===== src/core/dcc_pkg.sv =====
// Constants and types shared by the dual channel counter and PWM unit
//Contract
// RL1 - Classic settings act only in classic mode
// RL2 - Dedup: one event per trigger until lock-reset
// RL3 - Reset-at-reference clears counter instead of reaching
// RL4 - Direction bit: 0 up, 1 down, pulse modes
// RL5 - Edge select: one inverted-chosen edge or both
// RL6 - Channel 1 compares against both references
// RL7 - Dedup applies separately to each comparison
// RL8 - Software avoids second reference with PWM 2
// RL9 - Single codes: pulse, period, width, PWM
// RL10 - Dual codes: trigger, reset, gate, direction
// RL11 - Dual codes: edge timing, encoder x1/x2/x4
// RL12 - Dual mode: both inputs drive counter 1
// RL13 - PWM settings act only in PWM mode
// RL14 - Speed bit: 0 low range, 1 high
// RL15 - Activation pulse precedes PWM on switch-on
// RL16 - Antivalent gating: opposite phase or same idle
// RL17 - Software sets dual-output with antivalent gating
// RL18 - Dual-output drives channel 1 source on both
// RL19 - Inversion applies to input and output
// RL20 - 32-bit counters, one clock, sync reset
// RL21 - All configuration fields reset to zero
package dcc_pkg;
  localparam int CNT_W = 32;
  localparam int CLK_FREQ_MHZ = 25;
  // Tick periods of the PWM time base, in ns
  localparam int PWM_HS_TICK_NS = 125;
  localparam int PWM_LS_TICK_NS = 16000;
  localparam int PWM_HS_TICK_CYC = (PWM_HS_TICK_NS * CLK_FREQ_MHZ + 999) / 1000;
  localparam int PWM_LS_TICK_CYC = (PWM_LS_TICK_NS * CLK_FREQ_MHZ + 999) / 1000;
  localparam int TICK_W = 9;
  localparam int ACT_PULSE_TICKS = 1024;
  // Primary function codes that select the counter
  localparam logic [2:0] PRIM_CNT_CLASSIC = 3'h6;
  localparam logic [2:0] PRIM_CNT_PWM = 3'h7;

  typedef enum logic [2:0] {
    FN_PULSE = 3'h0,
    FN_PERIOD = 3'h1,
    FN_WIDTH = 3'h2,
    FN_PWM = 3'h3
  } dcc_single_fn_t;

  typedef enum logic [2:0] {
    FN_TRIG = 3'h0,
    FN_RESET = 3'h1,
    FN_GATE = 3'h2,
    FN_DIRSIG = 3'h3,
    FN_EDGE_TIME = 3'h4,
    FN_ENC_X1 = 3'h5,
    FN_ENC_X2 = 3'h6,
    FN_ENC_X4 = 3'h7
  } dcc_dual_fn_t;

  typedef struct packed {
    logic [2:0] primaryFunctionSelect;
    logic channelInversion;
    logic statusEventDedup;
    logic resetAtReference;
    logic countDirection;
    logic edgeSelect;
    logic [2:0] counterFunctionSelect;
    logic pulseSpeedSelect;
    logic activationPulseEnable;
  } dcc_chan_cfg_t;

  typedef struct packed {
    logic secondReferenceEnable;
    logic dualInputMode;
    logic antivalentGating;
    logic dualOutputDrive;
  } dcc_glob_cfg_t;

  typedef struct packed {
    logic ref2Hit;
    logic ref1Hit;
  } dcc_events_t;

  localparam dcc_chan_cfg_t CHAN_CFG_RESET = '0;
  localparam dcc_glob_cfg_t GLOB_CFG_RESET = '0;
endpackage


===== src/core/dcc_pwm_gen.sv =====
// PWM generator with tick prescaler and optional activation pulse
`timescale 1ns/1ps
module dcc_pwm_gen #(
  parameter int ACT_TICKS = dcc_pkg::ACT_PULSE_TICKS
) (
  input wire logic clk,
  input wire logic reset_n,
  input wire logic enable,
  input wire logic highSpeed,
  input wire logic actPulseEn,
  input wire logic [dcc_pkg::CNT_W-1:0] period,
  input wire logic [dcc_pkg::CNT_W-1:0] duty,
  output logic pwmOut
);
  import dcc_pkg::*;

  typedef enum logic [1:0] {
    PS_IDLE = 2'b00,
    PS_ACT = 2'b01,
    PS_RUN = 2'b11
  } dcc_pwm_state_t;

  localparam logic [TICK_W-1:0] HS_LAST = TICK_W'(PWM_HS_TICK_CYC - 1);
  localparam logic [TICK_W-1:0] LS_LAST = TICK_W'(PWM_LS_TICK_CYC - 1);
  localparam logic [CNT_W-1:0] ACT_LAST = CNT_W'(ACT_TICKS - 1);

  dcc_pwm_state_t state_ff, nxt_state;
  logic [TICK_W-1:0] pre_ff, nxt_pre;
  logic [CNT_W-1:0] phase_ff, nxt_phase;
  logic pwmOut_ff, nxt_pwmOut;
  logic tick, phaseEnd;

  // Tick length picks the resolution and thus the cycle range [RL14]
  assign tick = (pre_ff == (highSpeed ? HS_LAST : LS_LAST));
  assign nxt_pre = (!enable || tick) ? '0 : pre_ff + 1'b1;
  assign phaseEnd = (state_ff == PS_ACT) ? (phase_ff >= ACT_LAST)
                  : (phase_ff + 1'b1 >= period);

  always_comb begin
    nxt_state = state_ff;
    nxt_phase = phase_ff;
    case (state_ff)
      PS_IDLE: begin
        nxt_phase = '0;
        // Long activation pulse before the first regular period [RL15]
        if (enable) nxt_state = actPulseEn ? PS_ACT : PS_RUN;
      end
      PS_ACT: begin
        if (tick) nxt_phase = phaseEnd ? '0 : phase_ff + 1'b1;
        if (tick && phaseEnd) nxt_state = PS_RUN;
      end
      PS_RUN: begin
        if (tick) nxt_phase = phaseEnd ? '0 : phase_ff + 1'b1;
      end
      default: nxt_state = PS_IDLE;
    endcase
    if (!enable) begin
      nxt_state = PS_IDLE;
      nxt_phase = '0;
    end
  end

  assign nxt_pwmOut = (nxt_state == PS_ACT) |
                      ((nxt_state == PS_RUN) && (nxt_phase < duty));

  always_ff @(posedge clk) begin
    if (!reset_n) begin
      state_ff <= PS_IDLE;
      pre_ff <= '0;
      phase_ff <= '0;
      pwmOut_ff <= 1'b0;
    end else begin
      state_ff <= nxt_state;
      pre_ff <= nxt_pre;
      phase_ff <= nxt_phase;
      pwmOut_ff <= nxt_pwmOut;
    end
  end

  assign pwmOut = pwmOut_ff;
endmodule


===== src/core/dcc_counter_pwm.sv =====
// Two channel counter unit: classic counting, compare and PWM outputs
`timescale 1ns/1ps
module dcc_counter_pwm #(
  parameter int ACT_TICKS = dcc_pkg::ACT_PULSE_TICKS
) (
  input wire logic clk,
  input wire logic reset_n,
  input wire logic [1:0] pinIn,
  input wire logic [1:0] doLevel,
  input wire dcc_pkg::dcc_chan_cfg_t [1:0] chanCfg,
  input wire dcc_pkg::dcc_glob_cfg_t globCfg,
  input wire logic [1:0][dcc_pkg::CNT_W-1:0] refValue,
  input wire logic [1:0][dcc_pkg::CNT_W-1:0] pwmDuty,
  input wire logic lockReset,
  output logic [1:0] pinOut,
  output logic [1:0][dcc_pkg::CNT_W-1:0] countValue,
  output logic [1:0][dcc_pkg::CNT_W-1:0] measValue,
  output dcc_pkg::dcc_events_t [1:0] channelStatusEvents
);
  import dcc_pkg::*;

  dcc_chan_cfg_t [1:0] cfg_ff;
  dcc_glob_cfg_t glob_ff;
  logic [1:0] pinIn_ff, dinPrev_ff, din;
  logic [1:0][CNT_W-1:0] cnt_ff, nxt_cnt, meas_ff, nxt_meas;
  logic [1:0] arm_ff, nxt_arm;
  logic [1:0] lock1_ff, nxt_lock1;
  logic lock2_ff, nxt_lock2;
  dcc_events_t [1:0] evt_ff, nxt_evt;
  logic [1:0] pwmWave, primClassic, primPwm, src;
  logic [1:0] pinOut_ff, nxt_pinOut;
  logic antiOn;

  // Configuration copy; every field clears on reset [RL21]
  always_ff @(posedge clk) begin
    if (!reset_n) begin
      cfg_ff <= {CHAN_CFG_RESET, CHAN_CFG_RESET};
      glob_ff <= GLOB_CFG_RESET;
      pinIn_ff <= '0;
      dinPrev_ff <= '0;
    end else begin
      cfg_ff <= chanCfg;
      glob_ff <= globCfg;
      pinIn_ff <= pinIn;
      dinPrev_ff <= din;
    end
  end

  genvar i;
  generate
    for (i = 0; i < 2; i++) begin : ch
      logic aIn, bIn, aRise, aFall, bRise, bFall, anyA, cntEdge;
      logic active, dual, up, down, clr, latch, dirEff, stepped;
      logic hit1, hit2;
      logic [CNT_W-1:0] stepVal;
      logic [2:0] fn;

      assign primClassic[i] = cfg_ff[i].primaryFunctionSelect
                              == PRIM_CNT_CLASSIC;
      assign primPwm[i] = cfg_ff[i].primaryFunctionSelect == PRIM_CNT_PWM;
      // Input seen by the counters already carries the inversion [RL19]
      assign din[i] = pinIn_ff[i] ^ cfg_ff[i].channelInversion;
      assign aIn = din[i];
      assign bIn = din[1-i];
      assign aRise = aIn & ~dinPrev_ff[i];
      assign aFall = ~aIn & dinPrev_ff[i];
      assign bRise = bIn & ~dinPrev_ff[1-i];
      assign bFall = ~bIn & dinPrev_ff[1-i];
      assign anyA = aRise | aFall;
      // Inversion picks the single polarity; both edges if selected [RL5]
      assign cntEdge = cfg_ff[i].edgeSelect ? anyA : aRise;
      // Counter 2 is folded into counter 1 in dual mode [RL12]
      assign dual = (i == 0) && glob_ff.dualInputMode;
      assign active = primClassic[i] && !((i == 1) && glob_ff.dualInputMode);
      assign fn = cfg_ff[i].counterFunctionSelect;

      always_comb begin
        up = 1'b0;
        down = 1'b0;
        clr = 1'b0;
        latch = 1'b0;
        nxt_arm[i] = arm_ff[i];
        dirEff = cfg_ff[i].countDirection;
        // Classic settings only take effect in classic mode [RL1]
        if (!active) begin
          nxt_arm[i] = 1'b0;
        end else if (!dual) begin
          // Single-mode function decode [RL9]
          case (fn)
            FN_PULSE: begin
              up = cntEdge & ~dirEff;  // [RL4]
              down = cntEdge & dirEff;  // [RL4]
            end
            FN_PERIOD: begin
              latch = aRise;
              clr = aRise;
              up = ~aRise;
            end
            FN_WIDTH: begin
              latch = aFall;
              clr = aFall;
              up = aIn;
            end
            default: ;
          endcase
        end else begin
          // Dual-mode function decode [RL10] [RL11]
          case (fn)
            FN_TRIG: begin
              if (bRise) nxt_arm[i] = 1'b1;
              up = cntEdge & arm_ff[i] & ~dirEff;
              down = cntEdge & arm_ff[i] & dirEff;
            end
            FN_RESET: begin
              clr = bRise;
              up = cntEdge & ~dirEff;
              down = cntEdge & dirEff;
            end
            FN_GATE: begin
              up = cntEdge & bIn & ~dirEff;
              down = cntEdge & bIn & dirEff;
            end
            FN_DIRSIG: begin
              up = cntEdge & ~bIn;
              down = cntEdge & bIn;
            end
            FN_EDGE_TIME: begin
              if (aRise) nxt_arm[i] = 1'b1;
              if (bRise && arm_ff[i]) begin
                nxt_arm[i] = 1'b0;
                latch = 1'b1;
                clr = 1'b1;
              end else begin
                up = arm_ff[i];
              end
            end
            FN_ENC_X1: begin
              up = aRise & ~bIn;
              down = aRise & bIn;
            end
            FN_ENC_X2: begin
              up = (aRise & ~bIn) | (aFall & bIn);
              down = (aRise & bIn) | (aFall & ~bIn);
            end
            FN_ENC_X4: begin
              up = (aRise & ~bIn) | (aFall & bIn)
                 | (bRise & aIn) | (bFall & ~aIn);
              down = (aRise & bIn) | (aFall & ~bIn)
                   | (bRise & ~aIn) | (bFall & aIn);
            end
            default: ;
          endcase
        end
      end

      // Simultaneous up and down still step the counter up, but raise no compare hit
      assign stepped = up ^ down;
      assign stepVal = up ? cnt_ff[i] + 1'b1
                     : down ? cnt_ff[i] - 1'b1 : cnt_ff[i];
      assign hit1 = stepped && !clr && (stepVal == refValue[i]);
      // Second comparison uses the channel 2 reference register [RL6]
      assign hit2 = (i == 0) && glob_ff.secondReferenceEnable && stepped
                    && !clr && (stepVal == refValue[1]);
      // Arriving at the reference clears instead of storing it [RL3]
      assign nxt_cnt[i] = (clr || (cfg_ff[i].resetAtReference && hit1))
                          ? '0 : stepVal;
      assign nxt_meas[i] = latch ? cnt_ff[i] : meas_ff[i];
      // Dedup lock per comparison, set beats the lock reset [RL2] [RL7]
      assign nxt_lock1[i] = cfg_ff[i].statusEventDedup
                            & (hit1 | (lock1_ff[i] & ~lockReset));
      assign nxt_evt[i].ref1Hit = hit1
                                  & ~(cfg_ff[i].statusEventDedup & lock1_ff[i]);
      if (i == 0) begin : second
        assign nxt_lock2 = cfg_ff[0].statusEventDedup
                           & (hit2 | (lock2_ff & ~lockReset));  // [RL7]
        assign nxt_evt[0].ref2Hit = hit2
                                    & ~(cfg_ff[0].statusEventDedup & lock2_ff);
      end else begin : nosecond
        assign nxt_evt[1].ref2Hit = 1'b0;
      end

      // PWM settings only act with the PWM counter selected [RL13]
      dcc_pwm_gen #(
        .ACT_TICKS(ACT_TICKS)
      ) pwm (
        .clk(clk),
        .reset_n(reset_n),
        .enable(primPwm[i]),
        .highSpeed(cfg_ff[i].pulseSpeedSelect),  // [RL14]
        .actPulseEn(cfg_ff[i].activationPulseEnable),  // [RL15]
        .period(refValue[i]),
        .duty(pwmDuty[i]),
        .pwmOut(pwmWave[i])
      );
    end
  endgenerate

  // Counters and flags, one clock, synchronous clear [RL20]
  always_ff @(posedge clk) begin
    if (!reset_n) begin
      cnt_ff <= '0;
      meas_ff <= '0;
      arm_ff <= '0;
      lock1_ff <= '0;
      lock2_ff <= 1'b0;
      evt_ff <= '0;
      pinOut_ff <= '0;
    end else begin
      cnt_ff <= nxt_cnt;
      meas_ff <= nxt_meas;
      arm_ff <= nxt_arm;
      lock1_ff <= nxt_lock1;
      lock2_ff <= nxt_lock2;
      evt_ff <= nxt_evt;
      pinOut_ff <= nxt_pinOut;
    end
  end

  // Output source per channel; dual drive copies channel 1 [RL18]
  assign src[0] = primPwm[0] ? pwmWave[0] : doLevel[0];
  assign src[1] = glob_ff.dualOutputDrive ? src[0]
                : (primPwm[1] ? pwmWave[1] : doLevel[1]);
  // Antivalent gating relies on dual drive being set by software
  assign antiOn = glob_ff.antivalentGating && glob_ff.dualOutputDrive;
  // Idle level while gated off is shared by both outputs [RL16]
  assign nxt_pinOut = (antiOn && !doLevel[0])
    ? {2{cfg_ff[0].channelInversion ^ cfg_ff[1].channelInversion}}
    : (src ^ {cfg_ff[1].channelInversion,
              cfg_ff[0].channelInversion});  // [RL19]

  assign pinOut = pinOut_ff;
  assign countValue = cnt_ff;
  assign measValue = meas_ff;
  assign channelStatusEvents = evt_ff;
endmodule


===== config.mk =====
export PLATFORM = sky130hd
export DESIGN_NAME = dcc_counter_pwm
export DESIGN_NICKNAME = d
export VERILOG_FILES = /design/src/core/dcc_pkg.sv /design/src/core/dcc_pwm_gen.sv /design/src/core/dcc_counter_pwm.sv
export SDC_FILE = /design/constraint.sdc
export NUM_CORES = 1
export LEC_CHECK = 0
export BUFFER_PORTS_ARGS = -buffer_cell sky130_fd_sc_hd__buf_2
export CAP_MARGIN = 20
export CORE_MARGIN = 3
export CORE_UTILIZATION = 30
export DETAILED_ROUTE_END_ITERATION = 7
export PLACE_DENSITY = 0.53
export SLEW_MARGIN = 5
export SYNTH_ARGS = -nofsm -noshare
export SYNTH_HDL_FRONTEND = slang
export SYNTH_HIERARCHICAL = 1
export SYNTH_SLANG_ARGS = --single-unit

===== constraint.sdc =====
create_clock -name clk -period 7.6 [get_ports clk]
set_clock_uncertainty 0.2 [all_clocks]
set_input_delay 2.28 -clock clk [delete_from_list [all_inputs] [get_ports clk]]
set_output_delay 2.28 -clock clk [all_outputs]
set_load 0.02 [all_outputs]

==> insert_results.sql <==
INSERT INTO impl_metrics (metric_group, metric, value, unit) VALUES
('clocking', 'cts_hold_repair.buffers', '0', ''),
('finish', 'relative_area_change_from_synthesis_to_final_layout', '15.9', '%'),
('synthesis', 'synth.yosys.seq_area_share', '23.1', '%'),
('setup_path', 'path_max_fanout', '8', ''),
('finish', 'finalNetCount', '3554', ''),
('placement', 'gp_congestion', '1.02', ''),
('placement', 'post-dp-hpwl', '77900', 'um'),
('route', 'dr.pass1.iters', '6', ''),
('grt', 'leftover_overflow_at_the_end_of_global_routing', '0', ''),
('route', 'vias', '24100', ''),
('timing', 'timing_worst_slew_pin_value', '1.09', 'ns'),
('run', 'maxCapViolCount', '0', ''),
('synthesis', 'dominantRegCellSynth', 'sky130_fd_sc_hd__dfxtp_1', ''),
('setup_path', 'crit_type', 'reg -> reg', ''),
('timing', 'holdWs', '0.231', 'ns'),
('setup_path', 'worstPathRequired', '7.88', 'ns'),
('die', 'number_of_placed_i_o_pins', '299', ''),
('timing', 'fmax', '151', 'MHz'),
('finish', 'post_layout_utilization_of_the_core', '35.4', '%'),
('timing', 'period_minus_slack', '6.62', 'ns'),
('route', 'detail_route.vias_per_cell', '5.69', ''),
('synthesis', 'synth_enable_flop_cells', '0', ''),
('finish', 'filler_cell_count', '7922', ''),
('synthesis', 'synth_area', '22400', 'um2'),
('route', 'avgRoutedWirePerCell', '23.5', 'um'),
('setup_path', 'start_kind', 'flop', ''),
('synthesis', 'ys_warn_count', '6', ''),
('setup_path', 'crit_arrival', '6.90', 'ns'),
('synthesis', 'syn-num-nets', '3360', ''),
('min_path', 'hp-class', 'reg -> reg', ''),
('synthesis', 'yosysUniqueCellTypes', '102', ''),
('route', 'route.detailed.drc', '0', ''),
('clocking', 'tritoncts_num_sinks', '259', ''),
('setup_path', 'endpoint_kind', 'flop', ''),
('synthesis', 'syn_avg_cell_area', '7.33', 'um2'),
('synthesis', 'synth_area_leaders', 'sky130_fd_sc_hd__dfxtp_1 23%, sky130_fd_sc_hd__ha_1 7.7%, sky130_fd_sc_hd__nand2_1 6.5%, sky130_fd_sc_hd__xnor2_1 5.3%, sky130_fd_sc_hd__nor2_1 4.1%', ''),
('clocking', 'cts.reportedPaths.clkPinSlew', '0.06', 'ns'),
('clocking', 'cts_max_path_buffers', '3', ''),
('die', 'floorplan.core_area', '73500', 'um2'),
('grt', 'antenna_found_initial', '7', ''),
('timing', 'timing.final.max_slew_violations', '0', ''),
('die', 'rows', '99', ''),
('die', 'start_util', '30.5', '%'),
('grt', 'global_route.usage.total', '24.5', '%'),
('clocking', 'cts_setup_buffers', '0', ''),
('clocking', 'cts_tree', 'done', ''),
('timing', 'finalSetupViolCount', '0', ''),
('timing', 'finalHoldViolCount', '0', ''),
('clocking', 'cts.repair.resized', '0', ''),
('placement', 'portBuffers', '297', ''),
('synthesis', 'synthTopCellsByCount', '388 x sky130_fd_sc_hd__nand2_1, 259 x sky130_fd_sc_hd__dfxtp_1, 243 x sky130_fd_sc_hd__nor2_1, 173 x sky130_fd_sc_hd__inv_1, 138 x sky130_fd_sc_hd__ha_1', ''),
('synthesis', 'async_flop_share', '0', '%'),
('finish', 'finish.instance_area', '26000', 'um2'),
('synthesis', 'synth_area_leader_cell', 'sky130_fd_sc_hd__dfxtp_1', ''),
('timing', 'timing.final.crit_share', '87.2', '%'),
('route', 'postRouteWirelength', '99500', 'um'),
('placement', 'placedInstanceArea', '24700', 'um2'),
('synthesis', 'synth_seq_cells', '259', ''),
('power', 'ir_drop', '0.000152', 'V'),
('die', 'die_height', '279', 'um'),
('route', 'drt.antenna.violating_nets', '0', ''),
('grt', 'grt_start_max_net_pins', '80', ''),
('clocking', 'clock-root-buffer', 'sky130_fd_sc_hd__clkbuf_16', ''),
('die', 'chipWidth', '279', 'um'),
('die', 'dieArea', '78000', 'um2'),
('synthesis', 'synth_top_area_share', '23.1', '%'),
('clocking', 'insertion_delay', '0.57', 'ns'),
('synthesis', 'yosysMostFrequentCell', 'sky130_fd_sc_hd__nand2_1', ''),
('route', 'first_iter_violations', '2815', ''),
('timing', 'final_sum_of_negative_setup_slack', '0', 'ns'),
('finish', 'final_layout_size_suffix_gt1_share', '15.5', '%'),
('power', 'power_per_cell_area', '136', 'nW/um2'),
('synthesis', 'syn-instance-count', '3057', ''),
('timing', 'rsz0062_at_grt', 'false', ''),
('grt', 'grt_first_pass_wirelength', '147000', 'um'),
('status', 'run_status', 'complete, no violations', ''),
('clocking', 'clock_tree.htree_level_count', '2', ''),
('grt', 'grt_pass1_vias', '22000', ''),
('clocking', 'cts_inserted_buffers', '36', ''),
('power', 'power.leakage', '0.0110', 'uW'),
('timing', 'relSlewSlack', '27.0', '%');
[report_power, final]
part	total [uW]	internal (uW)	switching, uW
sequential	1390	1370	17.2
combinational	378	137	241
clock	1760	1070	698
total	3530	2570	956
[critical path: stages (launching register included)]
cell,delay [ns]
sky130_fd_sc_hd__dfxtp_1,0.46
sky130_fd_sc_hd__ha_1,0.27
sky130_fd_sc_hd__and4_1,0.23
sky130_fd_sc_hd__nand3_1,0.21
sky130_fd_sc_hd__nor3_1,0.67
sky130_fd_sc_hd__nand3_1,0.18
sky130_fd_sc_hd__and2_1,0.23
sky130_fd_sc_hd__or2_2,0.30
sky130_fd_sc_hd__ha_1,0.32
sky130_fd_sc_hd__nand4_1,0.15
sky130_fd_sc_hd__nor4_1,0.38
sky130_fd_sc_hd__a2111oi_0,0.19
sky130_fd_sc_hd__a21oi_1,0.42
sky130_fd_sc_hd__a211oi_2,0.08
sky130_fd_sc_hd__buf_4,0.19
sky130_fd_sc_hd__a22oi_1,0.20
sky130_fd_sc_hd__nor2_1,0.08
sky130_fd_sc_hd__ha_1,0.31
sky130_fd_sc_hd__a21o_1,0.18
sky130_fd_sc_hd__a211oi_1,0.23
sky130_fd_sc_hd__o21bai_1,0.11
sky130_fd_sc_hd__a221oi_1,0.26
sky130_fd_sc_hd__o21bai_1,0.13
sky130_fd_sc_hd__a2111o_1,0.41
sky130_fd_sc_hd__o21bai_1,0.15
[final cells by class]
class / count / area, um2 / area share (%)
antenna: 2 / 5.00 / 0.0193
clock buffer: 50 / 1040 / 4.02
clock inverter: 12 / 179 / 0.689
inverter: 174 / 653 / 2.51
multi-input combinational: 2418 / 15700 / 60.5
sequential: 259 / 5180 / 20.0
tap: 959 / 1200 / 4.62
timing repair buffer: 362 / 1990 / 7.65
[cell usage in the layout, fill, tap and decap left out, types with 13 or more instances in the layout]
cell type	netlist	layout
sky130_fd_sc_hd__nand2_1	388	388
sky130_fd_sc_hd__buf_2	48	296
sky130_fd_sc_hd__dfxtp_1	259	259
sky130_fd_sc_hd__nor2_1	243	241
sky130_fd_sc_hd__inv_1	173	173
sky130_fd_sc_hd__ha_1	138	138
sky130_fd_sc_hd__xnor2_1	135	135
sky130_fd_sc_hd__o21ai_0	122	122
sky130_fd_sc_hd__nand3_1	108	108
sky130_fd_sc_hd__nor3_1	100	100
sky130_fd_sc_hd__xor2_1	97	97
sky130_fd_sc_hd__a21oi_1	96	96
sky130_fd_sc_hd__a31oi_1	84	84
sky130_fd_sc_hd__nand4_1	79	79
sky130_fd_sc_hd__and2_1	65	65
sky130_fd_sc_hd__buf_4	6	64
sky130_fd_sc_hd__nor2b_1	62	62
sky130_fd_sc_hd__and3_1	55	55
sky130_fd_sc_hd__mux2i_1	48	48
sky130_fd_sc_hd__nor4_1	44	44
sky130_fd_sc_hd__a21boi_0	42	42
sky130_fd_sc_hd__clkbuf_16	0	37
sky130_fd_sc_hd__or3_1	35	35
sky130_fd_sc_hd__a41oi_1	35	35
sky130_fd_sc_hd__a22oi_1	31	31
sky130_fd_sc_hd__o22ai_1	31	31
sky130_fd_sc_hd__o211ai_1	22	22
sky130_fd_sc_hd__or2_2	22	22
sky130_fd_sc_hd__nor2_2	22	22
sky130_fd_sc_hd__nand2b_1	20	20
sky130_fd_sc_hd__and4_1	17	17
sky130_fd_sc_hd__a21o_1	16	16
sky130_fd_sc_hd__nand3b_1	14	14
sky130_fd_sc_hd__a211oi_1	13	13
[cell families after synthesis]
logic type,count (synthesis),synth area share [%]
buffers and inverters,380,6.87
and+or+nand+nor,1352,30.9
xor gates and xnor gates,237,9.51
muxes,52,2.34
AOI/OAI and AO/OA,638,19.6
DFF,259,23.1
adders and majority gates,138,7.70
other,1,0.0167
[per-layer routing]
metal	vias to the layer above	wire length (um)	track usage, %
met5	-	36	0
met4	6	3660	8.18
met3	212	9660	4.75
met2	1272	42300	37.1
met1	11300	43900	34.8
li1	11300	-	-
[registers in the layout, indices dropped and copies added, names as in the netlist, 2 cells and up]
name	flops
cfg_ff	18
ch.dirEff	2
ch.fn	6
ch.pwm/phase_ff	64
ch.pwm/pre_ff	18
ch.pwm/pwmOut	2
ch.pwm/state_ff	4
channelStatusEvents	3
countValue	64
dinPrev_ff	2
glob_ff	3
lock1_ff	2
measValue	64
pinIn_ff	2
pinOut	2
[path summary, 6_finish.rpt]
path,startpoint,end,slack [ns],cells past startpoint
min reg2reg,cfg_ff[21],lock1_ff[1],0.23,2
max,ch[0].pwm/phase_ff[0],ch[0].pwm/pwmOut,0.98,24
min,cfg_ff[21],lock1_ff[1],0.23,2
max reg2reg,ch[0].pwm/phase_ff[0],ch[0].pwm/pwmOut,0.98,24
[metrics by stage]
step	setup slack (ns)	power, uW	cells
5_1_grt	0.515	3670	4235
4_1_cts	1.11	3570	4233
6_report	0.976	3530	4236
3_5_place_dp	0.926	1790	4171
3_3_place_gp	0.977	1790	4171
2_1_floorplan	1.41	1620	3057
No activity file was read; power rests on OpenSTA's default activity.
